$ cat src/design/uerr_pkg.sv
// Package: offsets, field positions, reset values and carriers for the uncorrectable error report block
// Assumes a dword-wide configuration access port of the surrounding bridge
package uerr_pkg;
    localparam logic [11:0] ADDR_CAP_ID = 12'h100;
    localparam logic [11:0] ADDR_NEXT_CAP = 12'h102;
    localparam logic [11:0] ADDR_STATUS = 12'h104;
    localparam logic [11:0] ADDR_MASK = 12'h108;
    localparam logic [15:0] CAP_ID_VALUE = 16'h0001;
    localparam logic [11:0] NEXT_PTR_END = 12'h000;
    localparam logic [11:0] NEXT_PTR_VC = 12'h150;
    localparam logic [3:0] CAP_VERSION = 4'h1;
    localparam int NUM_ERR = 10;
    localparam int BIT_UR = 20;
    localparam int BIT_ECRC = 19;
    localparam int BIT_MAL = 18;
    localparam int BIT_OVF = 17;
    localparam int BIT_UNXP = 16;
    localparam int BIT_CA = 15;
    localparam int BIT_CTO = 14;
    localparam int BIT_FC = 13;
    localparam int BIT_PSN = 12;
    localparam int BIT_DLL = 4;
    // Writable / settable bits: 20..12 and 4
    localparam logic [31:0] IMPL_BITS = 32'h001F_F010;
    localparam logic [31:0] STATUS_RESET = 32'h0000_0000;
    localparam logic [31:0] MASK_RESET = 32'h0000_0000;
    localparam logic [31:0] RDATA_RESET = 32'h0000_0000;

    // Per-event detection pulses, index order fixed by err_bit_pos
    typedef struct packed {
        logic unsupported_request;
        logic end_to_end_crc;
        logic malformed_packet;
        logic receiver_overflow;
        logic unmatched_completion;
        logic completer_abort;
        logic completion_expiry;
        logic credit_protocol_fault;
        logic poisoned_packet;
        logic link_protocol;
    } err_pulse_t;

    typedef struct packed {
        logic rd;
        logic wr;
        logic [11:0] addr;
        logic [31:0] wdata;
    } cfg_req_t;

    function automatic int err_bit_pos(input int idx);
        case (idx)
            9: err_bit_pos = BIT_UR;
            8: err_bit_pos = BIT_ECRC;
            7: err_bit_pos = BIT_MAL;
            6: err_bit_pos = BIT_OVF;
            5: err_bit_pos = BIT_UNXP;
            4: err_bit_pos = BIT_CA;
            3: err_bit_pos = BIT_CTO;
            2: err_bit_pos = BIT_FC;
            1: err_bit_pos = BIT_PSN;
            default: err_bit_pos = BIT_DLL;
        endcase
    endfunction
endpackage

$ cat src/design/uerr_event_map.sv
// Spreads the detection pulses onto their status bit positions
// Assumes every input is a one-cycle pulse synchronous to the core clock
`timescale 1ns/1ps
module uerr_event_map (
    input wire uerr_pkg::err_pulse_t pulses_i,
    output logic [31:0] events_o
);
    logic [uerr_pkg::NUM_ERR-1:0] flat;
    assign flat = pulses_i;
    genvar g;
    generate
        for (g = 0; g < 32; g = g + 1) begin : g_bit
            logic hit;
            always_comb begin
                hit = 1'b0;
                for (int k = 0; k < uerr_pkg::NUM_ERR; k++) begin
                    if (uerr_pkg::err_bit_pos(k) == g) begin
                        hit = flat[k];
                    end
                end
            end
            assign events_o[g] = hit;
        end
    endgenerate
endmodule

$ cat src/design/uerr_next_cap.sv
// Builds the capability header words: identifier and next pointer with version
// Assumes the channel-structure enable comes from the bridge's general control register
`timescale 1ns/1ps
module uerr_next_cap (
    input wire logic channel_structure_present_enable_i,
    output logic [15:0] cap_id_o,
    output logic [15:0] next_cap_o
);
    assign cap_id_o = uerr_pkg::CAP_ID_VALUE;
    assign next_cap_o = {channel_structure_present_enable_i ? uerr_pkg::NEXT_PTR_VC : uerr_pkg::NEXT_PTR_END,
                         uerr_pkg::CAP_VERSION};
endmodule

$ cat src/design/uerr_report_regs.sv
// Contract
// - VC disabled: next pointer reads 000h
// - VC enabled: next pointer reads 150h
// - Version 1h, whole pointer register read-only
// - Status cleared only by writing ones
// - Unsupported request sets bit 20
// - End-to-end CRC error sets bit 19
// - Malformed packet sets bit 18
// - Credit overrun sets bit 17
// - Unmatched completion sets bit 16
// - Bridge completer abort sets bit 15
// - Completion timeout sets bit 14
// - Flow control protocol error sets bit 13
// - Poisoned packet sets bit 12
// - Link protocol error sets bit 4
// - Reserved bits read zero, ignore writes
// - Masked error never sets its status
// - Mask bits 20:12 and 4 read/write
// - Status and mask reset to zero
// - Capability identifier reads 0001h
//
// Uncorrectable error status/mask registers with capability header.
// Assumes a dword configuration port: addresses are byte offsets, reads
// answer one cycle later with rd_valid_o.
`timescale 1ns/1ps
module uerr_report_regs (
    input wire logic sys_clk_i,
    input wire logic reset_i,
    input wire logic channel_structure_present_enable_i,
    input wire uerr_pkg::cfg_req_t cfg_i,
    input wire uerr_pkg::err_pulse_t err_i,
    output logic [31:0] rd_data_o,
    output logic rd_valid_o,
    output logic [31:0] status_o,
    output logic [31:0] mask_o,
    output logic [31:0] reported_o
);
    // ==========================================================
    // State
    typedef struct packed {
        logic [31:0] status;
        logic [31:0] mask;
        logic [31:0] rdata;
        logic rvalid;
        logic [31:0] reported;
    } state_t;

    state_t state_q;
    state_t state_d;
    logic [31:0] events;
    logic [15:0] cap_id;
    logic [15:0] next_cap;
    logic [31:0] unmasked;
    logic [31:0] clr;

    // ==========================================================
    // Submodules
    uerr_event_map u_map (
        .pulses_i(err_i),
        .events_o(events)
    );

    uerr_next_cap u_cap (
        .channel_structure_present_enable_i(channel_structure_present_enable_i),
        .cap_id_o(cap_id),
        .next_cap_o(next_cap)
    );

    // ==========================================================
    // Next state
    always_comb begin
        state_d = state_q;
        // Mask gates the event before it reaches the sticky bit
        unmasked = events & ~state_q.mask & uerr_pkg::IMPL_BITS;
        clr = '0;
        state_d.rvalid = 1'b0;
        state_d.reported = unmasked;
        if (cfg_i.wr) begin
            case (cfg_i.addr)
                uerr_pkg::ADDR_STATUS: begin
                    clr = cfg_i.wdata & uerr_pkg::IMPL_BITS;
                end
                uerr_pkg::ADDR_MASK: begin
                    state_d.mask = cfg_i.wdata & uerr_pkg::IMPL_BITS;
                end
                default: begin
                    // Header word and unmapped offsets are read-only
                    clr = '0;
                end
            endcase
        end
        // Set after clear so a same-cycle detection survives
        state_d.status = (state_q.status & ~clr) | unmasked;
        if (cfg_i.rd) begin
            state_d.rvalid = 1'b1;
            case (cfg_i.addr)
                uerr_pkg::ADDR_CAP_ID: begin
                    state_d.rdata = {next_cap, cap_id};
                end
                uerr_pkg::ADDR_NEXT_CAP: begin
                    state_d.rdata = {16'h0000, next_cap};
                end
                uerr_pkg::ADDR_STATUS: begin
                    state_d.rdata = state_q.status & uerr_pkg::IMPL_BITS;
                end
                uerr_pkg::ADDR_MASK: begin
                    state_d.rdata = state_q.mask & uerr_pkg::IMPL_BITS;
                end
                default: begin
                    state_d.rdata = 32'h0000_0000;
                end
            endcase
        end
    end

    // ==========================================================
    // Registers
    always_ff @(posedge sys_clk_i) begin
        if (reset_i) begin
            state_q.status <= uerr_pkg::STATUS_RESET;
            state_q.mask <= uerr_pkg::MASK_RESET;
            state_q.rdata <= uerr_pkg::RDATA_RESET;
            state_q.rvalid <= 1'b0;
            state_q.reported <= 32'h0000_0000;
        end else begin
            state_q <= state_d;
        end
    end

    assign rd_data_o = state_q.rdata;
    assign rd_valid_o = state_q.rvalid;
    assign status_o = state_q.status;
    assign mask_o = state_q.mask;
    assign reported_o = state_q.reported;
endmodule

$ cat config.mk
export PLATFORM = sky130hd
export DESIGN_NAME = uerr_report_regs
export DESIGN_NICKNAME = d
export VERILOG_FILES = /design/src/design/uerr_pkg.sv /design/src/design/uerr_event_map.sv /design/src/design/uerr_next_cap.sv /design/src/design/uerr_report_regs.sv
export SDC_FILE = /design/constraint.sdc
export NUM_CORES = 1
export LEC_CHECK = 0
export ABC_CLOCK_PERIOD_IN_PS = 2510
export BUFFER_PORTS_ARGS = -buffer_cell sky130_fd_sc_hd__buf_2
export CORE_MARGIN = 2
export CORE_UTILIZATION = 30
export CTS_CLUSTER_SIZE = 12
export DETAILED_ROUTE_END_ITERATION = 8
export GPL_TIMING_DRIVEN = 0
export PLACE_DENSITY = 0.66
export SLEW_MARGIN = 20
export SYNTH_ARGS = -nofsm -noshare
export SYNTH_HDL_FRONTEND = slang
export SYNTH_SLANG_ARGS = --single-unit
$ cat constraint.sdc
create_clock -name sys_clk_i -period 2.51 [get_ports sys_clk_i]
set_input_delay 0.3765 -clock sys_clk_i [delete_from_list [all_inputs] [get_ports sys_clk_i]]
set_output_delay 0.3765 -clock sys_clk_i [all_outputs]
set_load 0.01 [all_outputs]
==> results_dict.tcl <==
set metrics [dict create \
    fin_area_mm2 0.00330 \
    end_kind "flop" \
    cts_tree "built" \
    layout.nets 486 \
    cts_buffers 5 \
    yosysWarnings 0 \
    rsz0062_at_grt "false" \
    cts.hold.buffers_added 0 \
    wl_per_cell_um 11.6 \
    regToRegSetupSlack_ns 1.59 \
    maxCapViolCount 0 \
    arrival_ns 2.27 \
    yosysUniqueCellTypes 30 \
    antenna_found_initial 0 \
    clk_latency_ns 0.29 \
    clk_pin_slew_ns 0.08 \
    dp.cells 522 \
    finalClockSkew_ns 0.00834 \
    via_count 2025 \
    hp-class "input port to flop" \
    syn_inst 258 \
    initial_core_util 0.309 \
    crit_required_ns 2.70 \
    finalWeightedCongestion 0.758 \
    cts_sinks 44 \
    syn_area_mm2 0.00237 \
    status "complete, no violations" \
    grt_max_degree 15 \
    viasPerCell 3.82 \
    finalSetupTns_ns 0 \
    synth_area_per_cell_um2 9.19 \
    power_density_mw_per_mm2 444 \
    core_area_mm2 0.00769 \
    worstSetupPathType "input port to flop" \
    power_mw 1.46 \
    p_leak_nw 1.75 \
    stdcell_count 530 \
    dpl.hpwl_um 4740 \
    clockBufferDepth 2 \
    drive_above_1_share 0.435 \
    dpl_cell_area_mm2 0.00321 \
    peakVddDrop_uv 358 \
    die_x_um 92.9 \
    dieArea_mm2 0.00864 \
    setup_violations 0 \
    first_iter_violations 56 \
    ant_nets 0 \
    worst-path-max-fanout 10 \
    cts_resized 0 \
    n_antenna_cell 0 \
    h-tree-depth 2 \
    gr-total-overflow 0 \
    io_buffer_count 81 \
    crit_path_start_kind "input port" \
    grt_pass1_wl_um 9150 \
    top_level_ports 188 \
    post_cts_buffers 0 \
    ys_seq_elements 44 \
    grt_pass1_vias 1767 \
    grt.total_usage 0.137 \
    num_rows 32 \
    syn2layout_area_growth_pct 39.0 \
    routed_wl_um 6160 \
    hold_viol 0 \
    fin_crit_sh 0.828 \
    period_needed_ns 2.08 \
    synth-seq-area-share 0.371 \
    root_buffer "clkbuf_8" \
    tightestPinTransition_ns 0.803 \
    firstDrtPassIters 4 \
    die_h_um 92.9 \
    drc 0 \
    fmax_ghz 0.481 \
    relSlewSlack 0.461 \
    finalMaxSlewViolations 0 \
]
==> cells by family after synthesis <==
group           after synthesis  synth area share
compound gates               27            0.0897
buf+inv                     101             0.301
flops                        44             0.371
other cells                   1           0.00158
simple gates                 74             0.190
mux                          11            0.0464
==> per-layer routing <==
layer | vias up | global-route usage | part of all wire
met3 | 4 | 0.0358 | 0.083
met5 | - | 0 | 0
met2 | 89 | 0.236 | 0.48
li1 | 1036 | - | -
met1 | 896 | 0.170 | 0.43
met4 | 0 | 0.0331 | 0.0063
==> worst paths after layout <==
path | startpoint | depth (start not counted) | to
max | cfg_i[37] | 6 | status_o[18]$_SDFF_PP0_
min | cfg_i[17] | 3 | mask_o[17]$_SDFFE_PP0P_
max reg2reg | status_o[16]$_SDFF_PP0_ | 4 | rd_data_o[16]$_SDFFE_PP0P_
min reg2reg | rd_data_o[16]$_SDFFE_PP0P_ | 2 | rd_data_o[16]$_SDFFE_PP0P_
==> critical path, cell delays in order <==
cell	delay, ns
buf_2	0.09
or4_1	0.52
buf_4	0.19
nor4_4	0.72
nand2_1	0.13
a31o_1	0.24
==> through the flow <==
step	hold slack [ns]	setup slack [ns]	utilization
after floorplan	0.480	0.606	-
final	0.333	0.431	0.429
after global placement	0.435	0.0991	0.417
after global routing	0.333	0.291	0.429
after detailed placement	0.443	0.0860	0.417
after CTS	0.325	0.401	0.429
==> registers in the layout, indices dropped and copies added, names as in the netlist <==
register,flops
reported_o,10
status_o,10
rd_valid_o,1
rd_data_o,13
mask_o,10
==> cell type report <==
cell class,count,area (um^2)
multi-input combinational,194,1080
tap,102,128
clock inverter,3,18.8
clock buffer,5,68.8
inverter,4,15.0
buffer,97,699
sequential,44,881
fill,781,4390
timing repair buffer,81,405
==> power breakdown <==
group	internal (mW)	leakage, nW	switching [mW]
Clock	0.194	0.0479	0.243
Sequential	0.722	0.361	0.0145
Combinational	0.143	1.34	0.146
Total	1.06	1.75	0.404
==> Yosys cell counts <==
library cell / count / area, um^2
o21ai_0: 1 / 5.00
o211ai_1: 1 / 7.51
or2_2: 1 / 6.26
a21oi_1: 4 / 20.0
nor2b_1: 8 / 50.1
nand2b_1: 1 / 6.26
inv_1: 4 / 15.0
a221oi_1: 8 / 70.1
a22oi_1: 2 / 15.0
nor4_2: 1 / 12.5
mux2i_1: 11 / 110
conb_1: 1 / 3.75
or4_1: 1 / 7.51
or4b_2: 1 / 10.0
nor4_4: 3 / 63.8
or3b_2: 1 / 8.76
nor4_1: 2 / 12.5
dfxtp_1: 44 / 881
o31ai_1: 1 / 7.51
nor3b_1: 10 / 75.1
buf_1: 1 / 3.75
nand3b_1: 5 / 37.5
or4b_4: 1 / 13.8
buf_4: 87 / 653
nand2_1: 12 / 45.0
buf_2: 1 / 5.00
a31o_1: 10 / 87.6
clkbuf_1: 7 / 26.3
nor2_1: 27 / 101
buf_6: 1 / 11.3
==> cell usage in the layout (no fill, tap or decap), drive strengths merged, types with 4 or more instances in the layout <==
cell      n
nor2b     8
nor2     27
a221oi    8
nor4      6
nor3b    10
inv       4
nand2    12
a21oi     4
dfxtp    44
a31o     10
mux2i    11
buf     171
conb     82
nand3b    5
clkbuf   12
Power figures use the tool's default switching activity.
